### config.mk
export PLATFORM = sky130hd
export DESIGN_NAME = cpg_sequencer
export DESIGN_NICKNAME = d
export VERILOG_FILES = /design/src/logic/cpg_gate_drive.v /design/src/logic/cpg_sequencer.v
export VERILOG_INCLUDE_DIRS = /design/src /design/src/shared
export SDC_FILE = /design/constraint.sdc
export NUM_CORES = 1
export LEC_CHECK = 0
export BUFFER_PORTS_ARGS = -buffer_cell sky130_fd_sc_hd__buf_2
export CAP_MARGIN = 25
export CORE_UTILIZATION = 55
export CTS_CLUSTER_DIAMETER = 200
export CTS_CLUSTER_SIZE = 16
export DETAILED_ROUTE_END_ITERATION = 16
export GPL_ROUTABILITY_DRIVEN = 1
export PLACE_DENSITY = 0.8
export SLEW_MARGIN = 20
export SYNTH_ARGS = -nofsm -noshare
export SYNTH_HDL_FRONTEND = slang
export SYNTH_HIERARCHICAL = 1
export SYNTH_SLANG_ARGS = --single-unit
### constraint.sdc
create_clock -name mclk -period 3.5 [get_ports mclk]
set_clock_uncertainty 0.15 [all_clocks]
set_input_delay 0.7 -clock mclk [delete_from_list [all_inputs] [get_ports mclk]]
set_output_delay 0.7 -clock mclk [all_outputs]
set_load 0.005 [all_outputs]
### src/shared/cpg_consts.vh
/*
 Shared constants for the charger power-path and gate sequencer.
 Assumes a 250 MHz core clock; each time below is turned into clock cycles in the module that uses it.
*/
`ifndef CPG_CONSTS_VH
`define CPG_CONSTS_VH

// Clock rate in kHz and period in ns.
`define CPG_CLK_KHZ 250000
`define CPG_CLK_NS 4

// Selector timing: adapter qualify delay (ms) and break-before-make gap (us).
`define CPG_QUALIFY_MS 700
`define CPG_BBM_US 10

// Soft-start: number of steps and the hold time of each step (ms).
`define CPG_SS_STEPS 8
`define CPG_SS_STEP_MS 1

// Buck timing: switching frequency (kHz), dead time (ns), recharge pulse (ns).
`define CPG_FSW_KHZ 300
`define CPG_DEAD_NS 30
`define CPG_PULSE_NS 80

// Bootstrap-low periods tolerated before a forced refresh.
`define CPG_BOOT_LOW_MAX 3

// Selector states.
`define CPG_ST_BATT 3'h0
`define CPG_ST_TO_AC 3'h1
`define CPG_ST_AC 3'h2
`define CPG_ST_TO_BATT 3'h3

// Positions of the pin inputs in the synchroniser bank.
`define CPG_NSYNC 9
`define CPG_I_DET 0
`define CPG_I_SUPOK 1
`define CPG_I_NEAR 2
`define CPG_I_LEARN 3
`define CPG_I_PKLOW 4
`define CPG_I_CHGEN 5
`define CPG_I_BOOT 6
`define CPG_I_FALL 7
`define CPG_I_RISE 8

`endif

### src/logic/cpg_gate_drive.v
/*
 Buck gate-drive timing: one fixed-frequency period counter, high-side on time,
 dead time, synchronous or pulsed low side, and bootstrap refresh cycles.
 Assumes run, syncMode and bootLow come from logic on the same clock.
*/
`timescale 1ns/1ns
`include "cpg_consts.vh"

module cpg_gate_drive
(
  // Clock and reset.
  input wire mclk,
  input wire srst,
  // Control from the sequencer.
  input wire run,
  input wire syncMode,
  input wire bootLow,
  input wire [9:0] dutyReq,
  // Gate commands, high means the switch is driven on.
  output reg highSideGate_r,
  output reg lowSideGate_r
);

  // Period, dead time and pulse lengths in cycles, worked out at full integer width.
  localparam integer PERIOD_I = (`CPG_CLK_KHZ / `CPG_FSW_KHZ);
  localparam integer DEAD_I = ((`CPG_DEAD_NS + `CPG_CLK_NS - 1) / `CPG_CLK_NS);
  localparam integer PULSE_I = (`CPG_PULSE_NS / `CPG_CLK_NS);
  localparam integer BOOT_I = `CPG_BOOT_LOW_MAX;
  // The counts are then cut on purpose to the width of the counters they meet.
  localparam [9:0] PERIOD = PERIOD_I[9:0];
  localparam [9:0] DEAD = DEAD_I[9:0];
  localparam [9:0] PULSE = PULSE_I[9:0];
  localparam [1:0] BOOT_MAX = BOOT_I[1:0];

  reg [9:0] phase_r; // Position inside the switching period.
  reg [9:0] onTime_r; // High-side on time latched for this period.
  reg modeSync_r; // Mode latched for this period.
  reg refresh_r; // This period is a bootstrap recharge period.
  reg [1:0] bootCnt_r; // Consecutive periods that started with a low bootstrap.
  reg [9:0] lowStart; // First cycle of the low-side window.
  reg highNxt;
  reg lowNxt;

  // The period counter free-runs so the frequency never depends on the loop state.
  always @(posedge mclk)
  begin
    if (srst)
      phase_r <= 10'h000;
    else if (phase_r == PERIOD - 10'h001)
      phase_r <= 10'h000;
    else
      phase_r <= phase_r + 10'h001;
  end

  // Per-period decisions are taken only at the period start so a cycle never tears.
  always @(posedge mclk)
  begin
    if (srst)
    begin
      onTime_r <= 10'h000;
      modeSync_r <= 1'b0;
      refresh_r <= 1'b0;
      bootCnt_r <= 2'h0;
    end
    else if (phase_r == PERIOD - 10'h001)
    begin
      // A full request is clipped one cycle short, so the bootstrap still sees a gap.
      onTime_r <= (dutyReq >= PERIOD) ? PERIOD - 10'h001 : dutyReq;
      modeSync_r <= syncMode;
      if (!bootLow)
      begin
        bootCnt_r <= 2'h0;
        refresh_r <= 1'b0;
      end
      else if (!syncMode)
      begin
        // Pulsed mode with a weak bootstrap: only the recharge pulse this period.
        refresh_r <= 1'b1;
        bootCnt_r <= 2'h0;
      end
      else if (bootCnt_r == BOOT_MAX)
      begin
        // Low for more than the tolerated periods: force one recharge period.
        refresh_r <= 1'b1;
        bootCnt_r <= 2'h0;
      end
      else
      begin
        refresh_r <= 1'b0;
        bootCnt_r <= bootCnt_r + 2'h1;
      end
    end
  end

  // Gate windows for the current period.
  always @*
  begin
    lowStart = refresh_r ? DEAD : onTime_r + DEAD;
    highNxt = run && !refresh_r && (phase_r < onTime_r);
    if (!run)
      lowNxt = 1'b0;
    else if (modeSync_r && !refresh_r)
      lowNxt = (phase_r >= lowStart) && (phase_r < PERIOD - DEAD);
    else
      lowNxt = (phase_r >= lowStart) && (phase_r < lowStart + PULSE) &&
               (phase_r < PERIOD - DEAD);
  end

  // Registered gate outputs.
  always @(posedge mclk)
  begin
    if (srst)
    begin
      highSideGate_r <= 1'b0;
      lowSideGate_r <= 1'b0;
    end
    else
    begin
      highSideGate_r <= highNxt;
      lowSideGate_r <= lowNxt;
    end
  end

endmodule

### src/logic/cpg_sequencer.v
/*
 Charger sequencer: power-path selector with break-before-make, learn override,
 charge enable with soft-start, sync-mode hysteresis and the buck gate driver.
 Assumes analog comparators deliver the threshold decisions as asynchronous
 logic levels; duty and programmed current come from logic on mclk.
*/
// What this block does
// - Adapter present once detect comparator trips.
// - No adapter: source gate off, pack on.
// - Move to adapter only after 700 ms.
// - Transfer needs supply 185 mV above pack.
// - Both off 10 us, then source on.
// - Adapter gone: wait near-pack, 10 us, battery.
// - Learn low: selector follows the adapter.
// - Learn high: battery feeds system, charging stops.
// - Pack below 2.9 V/cell ends learn for the selector only.
// - Charge target rises in 8 steps.
// - Buck switches at fixed 300 kHz.
// - High-side duty clipped below 100 percent.
// - Bootstrap low over 3 cycles forces recharge.
// - Low current runs non-synchronous, else synchronous.
// - Synchronous low side complementary, 30 ns dead.
// - Non-synchronous low side pulses 80 ns.
// - Weak bootstrap non-sync: only recharge pulse.
// - Sync comparator has falling trip and hysteresis.
`timescale 1ns/1ns
`include "cpg_consts.vh"

module cpg_sequencer
#(
  // Adapter qualify delay in cycles; shorten in simulation.
  parameter QUALIFY_CYC = `CPG_QUALIFY_MS * `CPG_CLK_KHZ,
  // Hold time of one soft-start step in cycles; shorten in simulation.
  parameter STEP_CYC = `CPG_SS_STEP_MS * `CPG_CLK_KHZ
)
(
  // Clock and reset.
  input wire mclk,
  input wire srst,
  // Asynchronous comparator levels and host pins.
  input wire sourceDetectAbove,
  input wire supplyAbovePack,
  input wire senseLowNearPack,
  input wire learnIn,
  input wire packBelowCellMin,
  input wire chargeEnableReq,
  input wire bootCapLow,
  input wire chargeSenseBelowFall,
  input wire chargeSenseAboveRise,
  // Same-clock values from the regulation logic.
  input wire [9:0] dutyReq,
  input wire [7:0] chargeCurrentProg,
  // Power-path switch gates, high means the switch is turned on.
  output reg sourceSwitchGate_r,
  output reg packSwitchGate_r,
  // Status.
  output reg adapterGood_r,
  output reg chargeOn_r,
  output reg syncMode_r,
  output reg [7:0] chargeTarget_r,
  // Buck gate commands.
  output wire highSideGate,
  output wire lowSideGate
);

  // Selector dead time in cycles, rounded up, at full integer width.
  localparam integer BBM_I =
    ((`CPG_BBM_US * 1000 + `CPG_CLK_NS - 1) / `CPG_CLK_NS);
  localparam integer QUALIFY_LAST_I = QUALIFY_CYC - 1;
  localparam integer STEP_LAST_I = STEP_CYC - 1;
  localparam integer SS_LAST_I = `CPG_SS_STEPS;
  // Counter widths cover the default counts with margin; the cut is deliberate.
  localparam [11:0] BBM_CYC = BBM_I[11:0];
  localparam [27:0] QUALIFY_LAST = QUALIFY_LAST_I[27:0];
  localparam [19:0] STEP_LAST = STEP_LAST_I[19:0];
  localparam [3:0] SS_LAST = SS_LAST_I[3:0];

  // Two-stage synchroniser bank for all asynchronous levels.
  wire [`CPG_NSYNC-1:0] pinRaw;
  reg [`CPG_NSYNC-1:0] meta_r; // First stage, read only by the second stage.
  reg [`CPG_NSYNC-1:0] pinSync_r; // Second stage, safe to use.

  assign pinRaw[`CPG_I_DET] = sourceDetectAbove;
  assign pinRaw[`CPG_I_SUPOK] = supplyAbovePack;
  assign pinRaw[`CPG_I_NEAR] = senseLowNearPack;
  assign pinRaw[`CPG_I_LEARN] = learnIn;
  assign pinRaw[`CPG_I_PKLOW] = packBelowCellMin;
  assign pinRaw[`CPG_I_CHGEN] = chargeEnableReq;
  assign pinRaw[`CPG_I_BOOT] = bootCapLow;
  assign pinRaw[`CPG_I_FALL] = chargeSenseBelowFall;
  assign pinRaw[`CPG_I_RISE] = chargeSenseAboveRise;

  // One synchroniser per input bit.
  genvar gi;
  generate
    for (gi = 0; gi < `CPG_NSYNC; gi = gi + 1)
    begin : gSync
      always @(posedge mclk)
      begin
        if (srst)
        begin
          meta_r[gi] <= 1'b0;
          pinSync_r[gi] <= 1'b0;
        end
        else
        begin
          meta_r[gi] <= pinRaw[gi];
          pinSync_r[gi] <= meta_r[gi];
        end
      end
    end
  endgenerate

  // Named views of the synchronised levels.
  wire detected = pinSync_r[`CPG_I_DET];
  wire supplyOk = pinSync_r[`CPG_I_SUPOK];
  wire nearPack = pinSync_r[`CPG_I_NEAR];
  wire learn = pinSync_r[`CPG_I_LEARN];
  wire packLow = pinSync_r[`CPG_I_PKLOW];
  wire chargeReq = pinSync_r[`CPG_I_CHGEN];
  wire bootLow = pinSync_r[`CPG_I_BOOT];
  wire senseFall = pinSync_r[`CPG_I_FALL];
  wire senseRise = pinSync_r[`CPG_I_RISE];

  // Adapter qualify timer: restarts whenever detection drops.
  reg [27:0] qualCnt_r;
  reg qualified_r; // Adapter has been present for the full delay.

  // The delay runs only while the detect comparator stays high.
  always @(posedge mclk)
  begin
    if (srst)
    begin
      qualCnt_r <= 28'h0000000;
      qualified_r <= 1'b0;
    end
    else if (!detected)
    begin
      qualCnt_r <= 28'h0000000;
      qualified_r <= 1'b0;
    end
    else if (qualCnt_r == QUALIFY_LAST)
      qualified_r <= 1'b1;
    else
      qualCnt_r <= qualCnt_r + 28'h0000001;
  end

  // Selector state and dead-time counter.
  reg [2:0] selState_r;
  reg [2:0] selState_nxt;
  reg [11:0] bbmCnt_r;
  reg [11:0] bbmCnt_nxt;
  reg srcNxt;
  reg packNxt;
  reg learnHold; // Learn override is active and the pack is still healthy.
  reg goAdapter; // Conditions to move the load onto the adapter.
  reg goBattery; // Conditions to move the load back onto the pack.

  // Selector decisions and gate values for the next state.
  always @*
  begin
    // A depleted pack ends the learn override so the pack is protected.
    learnHold = learn && !packLow;
    goAdapter = qualified_r && supplyOk && !learnHold;
    // Removal waits for the input node to fall back near the pack.
    goBattery = (!detected && nearPack) || (detected && learnHold);
    selState_nxt = selState_r;
    bbmCnt_nxt = 12'h000;
    srcNxt = 1'b0;
    packNxt = 1'b1;
    case (selState_r)
      `CPG_ST_BATT:
      begin
        srcNxt = 1'b0;
        packNxt = 1'b1;
        if (goAdapter)
        begin
          selState_nxt = `CPG_ST_TO_AC;
          srcNxt = 1'b0;
          packNxt = 1'b0;
        end
      end
      `CPG_ST_TO_AC:
      begin
        // Both switches stay off for the whole gap.
        srcNxt = 1'b0;
        packNxt = 1'b0;
        bbmCnt_nxt = bbmCnt_r + 12'h001;
        if (bbmCnt_r == BBM_CYC - 12'h001)
        begin
          selState_nxt = `CPG_ST_AC;
          bbmCnt_nxt = 12'h000;
          srcNxt = 1'b1;
        end
      end
      `CPG_ST_AC:
      begin
        srcNxt = 1'b1;
        packNxt = 1'b0;
        if (goBattery)
        begin
          selState_nxt = `CPG_ST_TO_BATT;
          srcNxt = 1'b0;
        end
      end
      `CPG_ST_TO_BATT:
      begin
        srcNxt = 1'b0;
        packNxt = 1'b0;
        bbmCnt_nxt = bbmCnt_r + 12'h001;
        if (bbmCnt_r == BBM_CYC - 12'h001)
        begin
          selState_nxt = `CPG_ST_BATT;
          bbmCnt_nxt = 12'h000;
          packNxt = 1'b1;
        end
      end
      default:
      begin
        // An illegal code falls back to the safe battery path.
        selState_nxt = `CPG_ST_BATT;
      end
    endcase
  end

  // Selector registers; reset leaves the pack feeding the system.
  always @(posedge mclk)
  begin
    if (srst)
    begin
      selState_r <= `CPG_ST_BATT;
      bbmCnt_r <= 12'h000;
      sourceSwitchGate_r <= 1'b0;
      packSwitchGate_r <= 1'b1;
    end
    else
    begin
      selState_r <= selState_nxt;
      bbmCnt_r <= bbmCnt_nxt;
      sourceSwitchGate_r <= srcNxt;
      packSwitchGate_r <= packNxt;
    end
  end

  // Adapter-good status follows the qualified adapter with a healthy margin.
  always @(posedge mclk)
  begin
    if (srst)
      adapterGood_r <= 1'b0;
    else
      adapterGood_r <= qualified_r && supplyOk;
  end

  // Charge is allowed only with a qualified adapter and learn low.
  wire chargeAllowed = chargeReq && qualified_r && supplyOk && !learn;

  // Soft-start step index and step timer.
  reg [3:0] ssStep_r; // Zero while disabled, then 1 to 8.
  reg [19:0] ssCnt_r;

  // Every enable restarts the ramp from the first step.
  always @(posedge mclk)
  begin
    if (srst)
    begin
      chargeOn_r <= 1'b0;
      ssStep_r <= 4'h0;
      ssCnt_r <= 20'h00000;
    end
    else if (!chargeAllowed)
    begin
      chargeOn_r <= 1'b0;
      ssStep_r <= 4'h0;
      ssCnt_r <= 20'h00000;
    end
    else if (!chargeOn_r)
    begin
      chargeOn_r <= 1'b1;
      ssStep_r <= 4'h1;
      ssCnt_r <= 20'h00000;
    end
    else if (ssStep_r != SS_LAST)
    begin
      // Each step is held for its full time before the next one.
      if (ssCnt_r == STEP_LAST)
      begin
        ssStep_r <= ssStep_r + 4'h1;
        ssCnt_r <= 20'h00000;
      end
      else
        ssCnt_r <= ssCnt_r + 20'h00001;
    end
  end

  // Target is the programmed current scaled by step / 8.
  wire [11:0] ssProduct = chargeCurrentProg * ssStep_r;

  // The target register trails the step by one cycle; the regulation loop is slow.
  always @(posedge mclk)
  begin
    if (srst)
      chargeTarget_r <= 8'h00;
    else
      chargeTarget_r <= ssProduct[10:3];
  end

  // Sync mode with hysteresis: leave below the falling trip, return above the rising one.
  always @(posedge mclk)
  begin
    if (srst)
      syncMode_r <= 1'b0;
    else if (!chargeOn_r)
      syncMode_r <= 1'b0;
    else if (syncMode_r && senseFall)
      syncMode_r <= 1'b0;
    else if (!syncMode_r && senseRise)
      syncMode_r <= 1'b1;
  end

  // Buck gates are driven only while charging; the period counter runs regardless.
  cpg_gate_drive uGate
  (
    .mclk(mclk),
    .srst(srst),
    .run(chargeOn_r),
    .syncMode(syncMode_r),
    .bootLow(bootLow),
    .dutyReq(dutyReq),
    .highSideGate_r(highSideGate),
    .lowSideGate_r(lowSideGate)
  );

endmodule

== Word-level counts from Yosys, hierarchy flattened ==
Cells that the tools add are included.
W data, S select, Z words.

* Input bits: 29
* Output and inout bits: 15
* Register bits after elaboration: 125

* Order comparisons: 5
* Reduce and logical (&&, ||, !) cells: 36
* Multipliers: 1
* Bitwise logic cells: 4
* Equal/unequal tests: 15
* Multiplexer cells: 24
* Add/sub/neg operators: 8

{| class="wikitable"
|+ Operator list
! cell !! number
|-
| $add A28 B1 Y28 const B || 1
|-
| $eq A28 B28 Y1 const B || 1
|-
| $add A20 B1 Y20 const B || 1
|-
| $eq A20 B18 Y1 const B || 1
|-
| $lt A10 B10 Y1 || 2
|-
| $mux W10 || 2
|-
| $mux W20 || 1
|-
| $logic_and A1 B1 Y1 || 16
|-
| $add A12 B1 Y12 const B || 1
|-
| $eq A12 B12 Y1 const B || 1
|-
| $mux W3 || 4
|-
| $pmux W3 S4 || 1
|-
| $reduce_or A2 Y1 || 6
|-
| $mul A8 B4 Y11 || 1
|-
| $mux W1 || 11
|-
| $add A10 B1 Y10 const B || 1
|-
| $add A10 B4 Y10 const B || 1
|-
| $add A10 B5 Y10 const B || 1
|-
| $eq A10 B10 Y1 const B || 1
|-
| $ge A10 B10 Y1 || 1
|-
| $ge A10 B10 Y1 const B || 1
|-
| $lt A10 B10 Y1 const B || 1
|-
| $reduce_or A3 Y1 || 3
|-
| $ne A2 B2 Y1 const B || 4
|-
| 16 further kinds || 29
|}

== Logic depth before layout (Yosys ltp) ==
Gate-level depths: netlist (run 1).

* Depth in word-level cells: 7
* Depth in mapped cells: 12

== Modules after synthesis ==
Netlist (run 1), hierarchy kept.

{| class="wikitable"
|+ By module, submodules not included
! module !! instances !! cells an instance !! area each (sq um)
|-
| cpg_sequencer || 1 || 532 || 4,892.2
|-
| cpg_gate_drive || 1 || 238 || 1,973.1
|}

== Worst setup path before layout (run 1) ==
OpenSTA, ideal clock, no wires.

* Path type: input port to flip-flop
* From: input port chargeCurrentProg[1]
* To: register chargeTarget_r[6]
* Data arrival time: 3.368 ns
* Path buffers: 0
* Cell stages on the path: 11
* Library setup time: 0.127 ns
* Slack: -0.145 ns
* Data required time: 3.223 ns
* Cells stage by stage: and2_1 fa_1 inv_1 fa_1 inv_1 ha_1 and4_1 a221o_1 a311oi_1 xor2_1 nor2_1

* Word-level cells in the longest chain between the ends: 1

{| class="wikitable"
|+ RTL lines
! what !! RTL line !! text
|-
| start: declaration || cpg_sequencer.v:52 || <nowiki>input wire [7:0] chargeCurrentProg,</nowiki>
|-
| $mul A8 B4 Y11 || cpg_sequencer.v:296 || <nowiki>wire [11:0] ssProduct = chargeCurrentProg * ssStep_r;</nowiki>
|-
| end signal: assignment || cpg_sequencer.v:304 || <nowiki>chargeTarget_r <= ssProduct[10:3];</nowiki>
|-
| end: declaration || cpg_sequencer.v:60 || <nowiki>output reg [7:0] chargeTarget_r,</nowiki>
|}

No other way between the ends.
A chain may end at the register's enable or synchronous reset.

== Worst setup path after layout (run 1) ==
* From: input port chargeCurrentProg[1]
* To: register chargeTarget_r[4]

The elaborated chain is that of the path after synthesis.

==> results.md, run 1 <==
* Setup crit start: chargeCurrentProg[1]
* Initial Utilization at 56.68%
* Sequential cell area at 2485 µm²
* Crit path kind: input port to flop
* Layout cell share with drive strength beyond 1 at 13.79%
* R2R Setup Slk at 0.25 ns
* Worst-Skew Late Latency at between 0.4 and 0.5 ns
* N_diodes at 0
* Final cycle utilization of the critical path at 94.04%
* Sequential fraction of the synthesis area at approximately 36%
* Buffers on Ports at 43
* DRT antenna net count at 0
* H-tree depth at 4
* Worst path required time at 3.65 ns
* Vias in the first global route at approximately 5,600
* Mapped Nets at 865
* Reg-to-Reg Start: ssStep_r[3]
* Slew @ Worst Pin at between 0.5 and 0.6 ns
* DRC viols at 0
* Total Wirelength at 13,950 µm
* Finished Core Util at 64.99%
* Initial antenna violation count at 0
* Pins Over Slew Limit at 0
* Synth area leader: dfxtp_1
* Synth Cell Area at 6865 µm²
* 1st-pass router iterations at 6
* FP Rows at 40
* Area of the multi-input gates at 4058 µm²
* Synth Area in Simple Gates at 27.56%
* Synth Instances at 770
* Hold Crit Class: flop to flop
* Dpl hpwl at 10,320 µm
* Die area at between 10,000 and 15,000 µm²
* Hold Fails Final Rpt at 0
* Post-synth top flop: dfxtp_1
* CTS Sinks at 124
* Crit path capture type: flop
* DR vias/cell at 5.475
* Clock-pin slew on the worst setup and hold paths at 0.06 ns
* CP Data Arrival Time at 3.44 ns
* Worst Setup Start Kind: input port
* Post-synth top area share at a little over a third
* Slew margin rel. at roughly 60%
* Minimum clock period at roughly 3.3 ns
* Post-synth EDFFs at 0
* Fill cell count at 1,005
* Global-route wire length before repair at roughly 25,000 µm
* Setup violators final at 0
* Drt first-iter violations at between 200 and 300
* Async set or reset register ratio after synthesis at 0%
* Final Net Count at between 900 and 1,000
* Synthesized-area fraction occupied by adder cells at 13.34%
* Gr usage total at 23.65%
* CTS Hold Bufs at 0
* Register bit total from synthesis at 124
* Drt wl/cell at 13.92 µm
* Wire length on met1 at 6141 µm
* Combinational family with the most area after synthesis: simple AND/OR/NAND/NOR gates
* DR WL met2 at between 6000 and 7000 µm
* Cts bufs inserted at 17
* Outcome: finished, final reports clean
* Synth Area in XOR/XNOR at between 10% and 20%
* FMAX at 0.3038 GHz
* Io pins at between 40 and 50
* Last element of the critical path: chargeTarget_r[4]
* GR Overflow Total at 0
* Synth Area per Inst at 8.916 µm²
* Largest net degree at the start of global routing at 30
* RSZ-0062 raised after global routing: no
* DR vias at ~5,500
* Compound-cell area share of the yosys netlist at 7.272%
* Multiplexer share of the synthesized area at 0.5832%
* Die span in y at 113.7 µm
* Core area at 12,110 µm²
* Unique masters post-synth at 66
* Area grow syn2layout at 14.65%
* Critical Path Fanout Max at 4
* Longest Clk Path Bufs at 2
* Routed length on met3 at 460 µm
* Synth warn at 6
* CTS tree: built
* Placer Congestion at 0.8569
* P per Cell Area at 417.9 nW/µm²
* Max VDD drop at 0.0004057 V
* DIE WIDTH at 113.7 µm
* Total power at 3.289 mW
* FF-to-FF path depth at 11
* Dominant cells by area after synthesis: dfxtp_1, ha_1, xor2_1
* Root buffer cell: clkbuf_16
* Worst r2r dst: chargeTarget_r[4]
* Max Cap Viol at 0
* Top sig layer: met4
* Leakage at around 3.2 nW
[sequential cells by signal, summed over array words and instances (netlist names), 2 cells and up]
register and count:
selState_r 2, chargeTarget_r 8, uGate/bootCnt_r 2, qualCnt_r 28
ssCnt_r 20, meta_r 9, uGate/onTime_r 10, uGate/phase_r 10
bbmCnt_r 12, ssStep_r 4
[layout by cell type (no fill, tap or decap), drive strengths merged, types with 3 or more instances in the layout]
master,n
a211oi,3
a21o,11
a21oi,27
a311oi,3
and2,24
and3,20
and4,14
buf,61
clkbuf,18
clkinv,6
clkinvlp,4
dfxtp,124
fa,12
ha,54
inv,51
mux2i,4
nand2,50
nand2b,16
nand3,38
nand3b,4
nand4,28
nor2,88
nor2b,26
nor3,9
nor4,5
nor4b,6
o211ai,3
o21a,3
o21ai,11
or3,5
xnor2,29
xor2,50
[cells in the mapped netlist, drive strengths merged, types with 3 or more instances]
master	number
fa	12
o211ai	3
o21ai	11
buf	14
a211oi	3
nor2b	26
nor3	9
nor2	88
clkbuf	15
mux2i	4
xnor2	29
nor4	5
nand2b	16
a21o	11
inv	49
a21oi	27
nor4b	6
xor2	50
and3	20
nand2	50
nand3b	4
a311oi	3
ha	54
nand3	38
dfxtp	124
nand4	28
or3	5
and4	14
o21a	3
and2	24
[metrics by stage]
| stage | setup slack, ns | cell area, µm² | setup TNS (ns) | cells | hold slack (ns) |
|---|---|---|---|---|---|
| after detailed placement | -0.2086 | 7284 | -0.7631 | 970 | 0.2718 |
| after global routing | 0.05424 | 7871 | 0 | 1002 | 0.3026 |
| after floorplan | 0.0002620 | 6884 | 0 | 770 | 0.2638 |
| after global placement | -0.1721 | 7284 | -0.4620 | 970 | 0.2694 |
| after CTS | 0.1200 | 7869 | 0 | 1002 | 0.2857 |
| final | 0.2086 | 7871 | 0 | 1002 | 0.2835 |
[layout make-up]
type	count	area share, %
multi-input combinational	568	51.55
sequential	124	31.57
clock buffer	18	5.579
timing repair buffer	61	4.451
tap	168	2.670
inverter	49	2.337
clock inverter	14	1.844
[worst min path at each step]
stage	startpoint	cells after the start	to	slack, ns
final	meta_r[2]	1	nearPack	0.28
after global placement	meta_r[6]	1	bootLow	0.27
after global routing	meta_r[2]	1	nearPack	0.30
after detailed placement	meta_r[2]	1	nearPack	0.27
after floorplan	meta_r[6]	1	bootLow	0.26
after CTS	meta_r[2]	1	nearPack	0.29
[report_power, final]
part / total, mW / internal [mW] / switching, mW / leakage [nW]
clock network: 1.72 / 1.07 / 0.654 / 0.278
logic: 0.120 / 0.0516 / 0.0684 / 1.91
registers: 1.45 / 1.43 / 0.0179 / 1.00
[critical path: stages]
cell and delay [ns]:
buf_2 0.12, and2_1 0.17, fa_1 0.54, inv_1 0.05
fa_1 0.52, inv_1 0.07, ha_4 0.25, and4_1 0.18
a221o_1 0.34, a31oi_1 0.23, xor2_1 0.20, nor2_1 0.06
[kinds of logic (layout without fill, tap and decap cells)]
| family | count (synthesis) | count (layout) |
|---|---|---|
| buf+inv | 78 | 142 |
| mux | 4 | 4 |
| compound gates | 75 | 75 |
| fa+ha+maj | 66 | 66 |
| xor+xnor | 79 | 79 |
| flops | 124 | 124 |
| simple gates | 344 | 344 |
[routing by layer]
metal  GRT usage [%]  vias up
met5               0        -
met4           11.32        0
met3           5.685       36
met2           41.46      111
met1           27.06     2603
li1                -     2736
[repair_timing]
action                                  CTS  global route
buffers inserted                          0             0
endpoints found under the setup margin    0             3
gates resized for setup                   0             2
Power figures use the tool's default switching activity.
==> run 2: changes to the inputs <==
--- a/config.mk
+++ b/config.mk
@@ -6,14 +6,15 @@
 export SDC_FILE = /design/constraint.sdc
 export NUM_CORES = 1
 export LEC_CHECK = 0
+export ABC_AREA = 1
 export BUFFER_PORTS_ARGS = -buffer_cell sky130_fd_sc_hd__buf_2
 export CAP_MARGIN = 25
-export CORE_UTILIZATION = 55
+export CORE_UTILIZATION = 56
 export CTS_CLUSTER_DIAMETER = 200
 export CTS_CLUSTER_SIZE = 16
 export DETAILED_ROUTE_END_ITERATION = 16
 export GPL_ROUTABILITY_DRIVEN = 1
-export PLACE_DENSITY = 0.8
+export PLACE_DENSITY = 0.81
 export SLEW_MARGIN = 20
 export SYNTH_ARGS = -nofsm -noshare
 export SYNTH_HDL_FRONTEND = slang
==> run 2 against run 1 <==
Net effect: sequential share of layout area decreased by 2.8 points; sequential power about the same; worst hold slack got worse by 0.034 ns; count of clock-buffer cells in the layout increased by 1; core utilization increased by 0.33 points; synthesized cell count increased by 46%; routed wire length increased by 13%; area after synthesis increased by 10%; via count increased by 25%; first-iteration DRC count increased by 85%.
==> results.md, run 2 <==
* Worst-Skew Late Latency at 0.42 ns (about the same)
* Drt wl/cell at 11.65 µm (-16%)
* Placer Congestion at 0.8723 (+1.8%)
* Synth Area per Inst at 6.750 µm² (-24%)
* Crit path kind: flop to flop
* Area grow syn2layout at 13.86%
* Synth area leader: dfxtp_1
* DRT antenna net count at 0 (unchanged)
* Longest Clk Path Bufs at 2 (unchanged)
* Post-synth top area share at 32.80% (-3.4 points)
* Crit path capture type: flop
* Most frequent cell after synthesis: nand2_1
* DR vias at 6,855 (+25%)
* Total power at 3.544 mW (+7.7%)
* Largest reg by FF count: qualCnt_r
* Global-route wire length before repair at 27,250 µm (+10%)
* Min Hold Slack at 0.2495 ns (-0.03407 ns)
* Hold Crit Class: flop to flop
* CTS Sinks at 124 (unchanged)
* Minimum clock period at 3.031 ns (-0.2608 ns)
* Worst path buffer plus inverter count at 4 (+1)
* Vias in the first global route at 6,225 (+10%)
* DR vias/cell at 5.048 (-7.8%)
* Clock-pin slew on the worst setup and hold paths at 0.06 ns (about the same)
* Fill cell count at 1,144 (+14%)
* Crit-path leading delay family: adder cells
* Async set or reset register ratio after synthesis at 0% (unchanged)
* Final Net Count at 1,264 (+38%)
* P per Cell Area at 411.3 nW/µm² (-1.6%)
* Most frequent cells in the layout: nand2_1, inv_1, nor2_1, dfxtp_1, nand3_1
* Leakage at 3.967 nW (+24%)
* Dominant cells by area after synthesis: dfxtp_1, nand2_1, inv_1
* DRC viols at 0 (unchanged)
* Setup violators final at 0 (unchanged)
* GRT met3 Usage at 4.923% (-0.76 points)
* Synth Cell Area at 7567 µm² (+10%)
* CTS Hold Bufs at 0 (unchanged)
* Initial antenna violation count at 0 (unchanged)
* Sequential fraction of the synthesis area at 32.80% (-3.4 points)
* Slew @ Worst Pin at 0.4977 ns (-0.07819 ns)
* Worst path required time at 3.71 ns (+0.06 ns)
* Register bit total from synthesis at 124 (unchanged)
* Gr busiest metal: met2
* Post-synth EDFFs at 0 (unchanged)
* Synth top cells by count: nand2_1, inv_1, nor2_1, dfxtp_1, nand3_1
* Drt first-iter violations at 465 (+85%)
* Post-synth top flop: dfxtp_1
* Critical Path Fanout Max at 10 (+6)
* Met1 Use GR at 29.68% (+2.6 points)
* Cts bufs inserted at 17 (unchanged)
* Regs by FF count: qualCnt_r: 28 flops, ssCnt_r: 20 flops, bbmCnt_r: 12 flops
* Total Wirelength at 15,820 µm (+13%)
* Max VDD drop at 0.0004145 V (+2.2%)
* Largest register FFs at 28 (unchanged)
* Die area at 13,980 µm² (+8.1%)
* FP Rows at 42 (+5.0%)
* Dpl hpwl at 11,600 µm (+12%)
* Synth warn at 6 (unchanged)
* Final instance area at 8616 µm² (+9.5%)
* H-tree depth at 4 (unchanged)
* Largest net degree at the start of global routing at 25 (-17%)
* Final cycle utilization of the critical path at 86.59% (-7.5 points)
* Slowest stage delay, CP at 0.54 ns (about the same)
* Grt met2 use at 41.03% (-0.43 points)
* Post-CTS setup buffer count at 0 (unchanged)
* Setup TNS at 0 ns (unchanged)
* Placed cell area at 7928 µm² (+8.8%)
* Hold Fails Final Rpt at 0 (unchanged)
* Die span in y at 118.2 µm (+4.0%)
* CTS tree: built
* Pins Over Slew Limit at 0 (unchanged)
* N_diodes at 0 (unchanged)
* Unique masters post-synth at 41 (-38%)
* DIE WIDTH at 118.2 µm (+4.0%)
* Outcome: finished, final reports clean
* Layout cell share with drive strength beyond 1 at 9.729% (-4.1 points)
* Worst Setup Start Kind: flop
* FMAX at 0.3300 GHz (+8.6%)
* RSZ-0062 raised after global routing: no
* Post-CTS resize count at 0 (unchanged)
* CP Data Arrival Time at 3.24 ns (-0.20 ns)
* Initial Utilization at 57.37% (+0.69 points)
* Io pins at 44 (unchanged)
* Commonest non-fill, non-tap cell in the layout: nand2_1
* Buffers on Ports at 43 (unchanged)
* 1st-pass router iterations at 5 (-1)
* Mapped Nets at 1,216 (+41%)
* Root buffer cell: clkbuf_16
* GR Overflow Total at 0 (unchanged)
* Synth Instances at 1,121 (+46%)
* Slew margin rel. at 66.75% (+6.1 points)
* CP Cell Sequence: buf_4 -> nand2_1 -> inv_1 -> fa_1 -> inv_1 -> fa_1 -> inv_1 -> ha_1 -> a21oi_1 -> nand2_1 -> a21oi_1 -> o21ai_0 -> a21oi_1
* Core area at 13,190 µm² (+8.9%)
* Crit-path slowest cell: fa_1
* Gr usage total at 23.84% (+0.19 points)
* Max Cap Viol at 0 (unchanged)
* R2R Setup Slk at 0.47 ns (+0.22 ns)
-- run 2: cell types whose count changed after synthesis, moves of 15 or more --
cell,previous run,this run
and3_1,18,0
nand2_1,50,247
and2_1,24,1
a21oi_1,27,54
inv_1,49,189
xor2_1,50,18
xnor2_1,29,9
nand2b_1,15,0
nand3_1,37,87
nor2b_1,26,0
nor3_1,9,28
nor2_1,86,177
-- run 2: routing by layer --
metal	part of all wire (%)	routed length, µm
met1	47	7437
met2	47	7425
met3	4.8	766
met4	1.2	194
met5	0	0
-- run 2: final timing paths --
path	endpoint	startpoint	cells past startpoint
worst max-delay path	chargeTarget_r[5]	ssStep_r[3]	13
worst min-delay path	learn	meta_r[3]	2
worst max register to register	chargeTarget_r[5]	ssStep_r[3]	13
worst min register to register	learn	meta_r[3]	2
-- run 2: cells by family after synthesis --
kind of cell               Yosys count  share of synthesized area [%]
and+or+nand+nor                    597                          34.31
buffers and inverters              215                          11.21
DFF                                124                          32.80
AOI/OAI and AO/OA                   92                          6.448
adders and majority gates           66                          12.10
xor gates and xnor gates            27                          3.125
-- run 2: where the power goes --
group / internal, mW / switching [mW] / leakage, nW
Combinational: 0.0307 / 0.0524 / 2.63
Sequential: 1.42 / 0.00928 / 1.00
Clock: 1.38 / 0.649 / 0.330
Total: 2.83 / 0.711 / 3.97
-- run 2: final cells by class --
cell class	instances	area [µm²]	share of cell area, %
multi-input combinational	782	4237	49.17
sequential	124	2482	28.81
inverter	196	735.7	8.539
clock buffer	19	452.9	5.257
timing repair buffer	48	252.7	2.933
clock inverter	13	235.2	2.730
tap	176	220.2	2.556
-- run 2: metrics by stage --
step / worst slack [ns] / cells / util, %
6_report: 0.4695 / 1358 / 65.32
5_1_grt: 0.2892 / 1358 / 65.32
4_1_cts: 0.4960 / 1358 / 65.32
3_5_place_dp: 0.06539 / 1326 / 60.10
3_3_place_gp: 0.1375 / 1326 / 60.10
2_1_floorplan: 0.3728 / 1121 / -
-- run 2: worst register-to-register path, stage by stage, from the launching register on --
cell     delay [ns]
dfxtp_1        0.32
buf_4          0.17
nand2_1        0.06
inv_1          0.05
fa_1           0.52
inv_1          0.06
fa_1           0.54
inv_1          0.05
ha_1           0.34
a21oi_1        0.16
nand2_1        0.12
a21oi_1        0.19
o21ai_0        0.10
a21oi_1        0.13
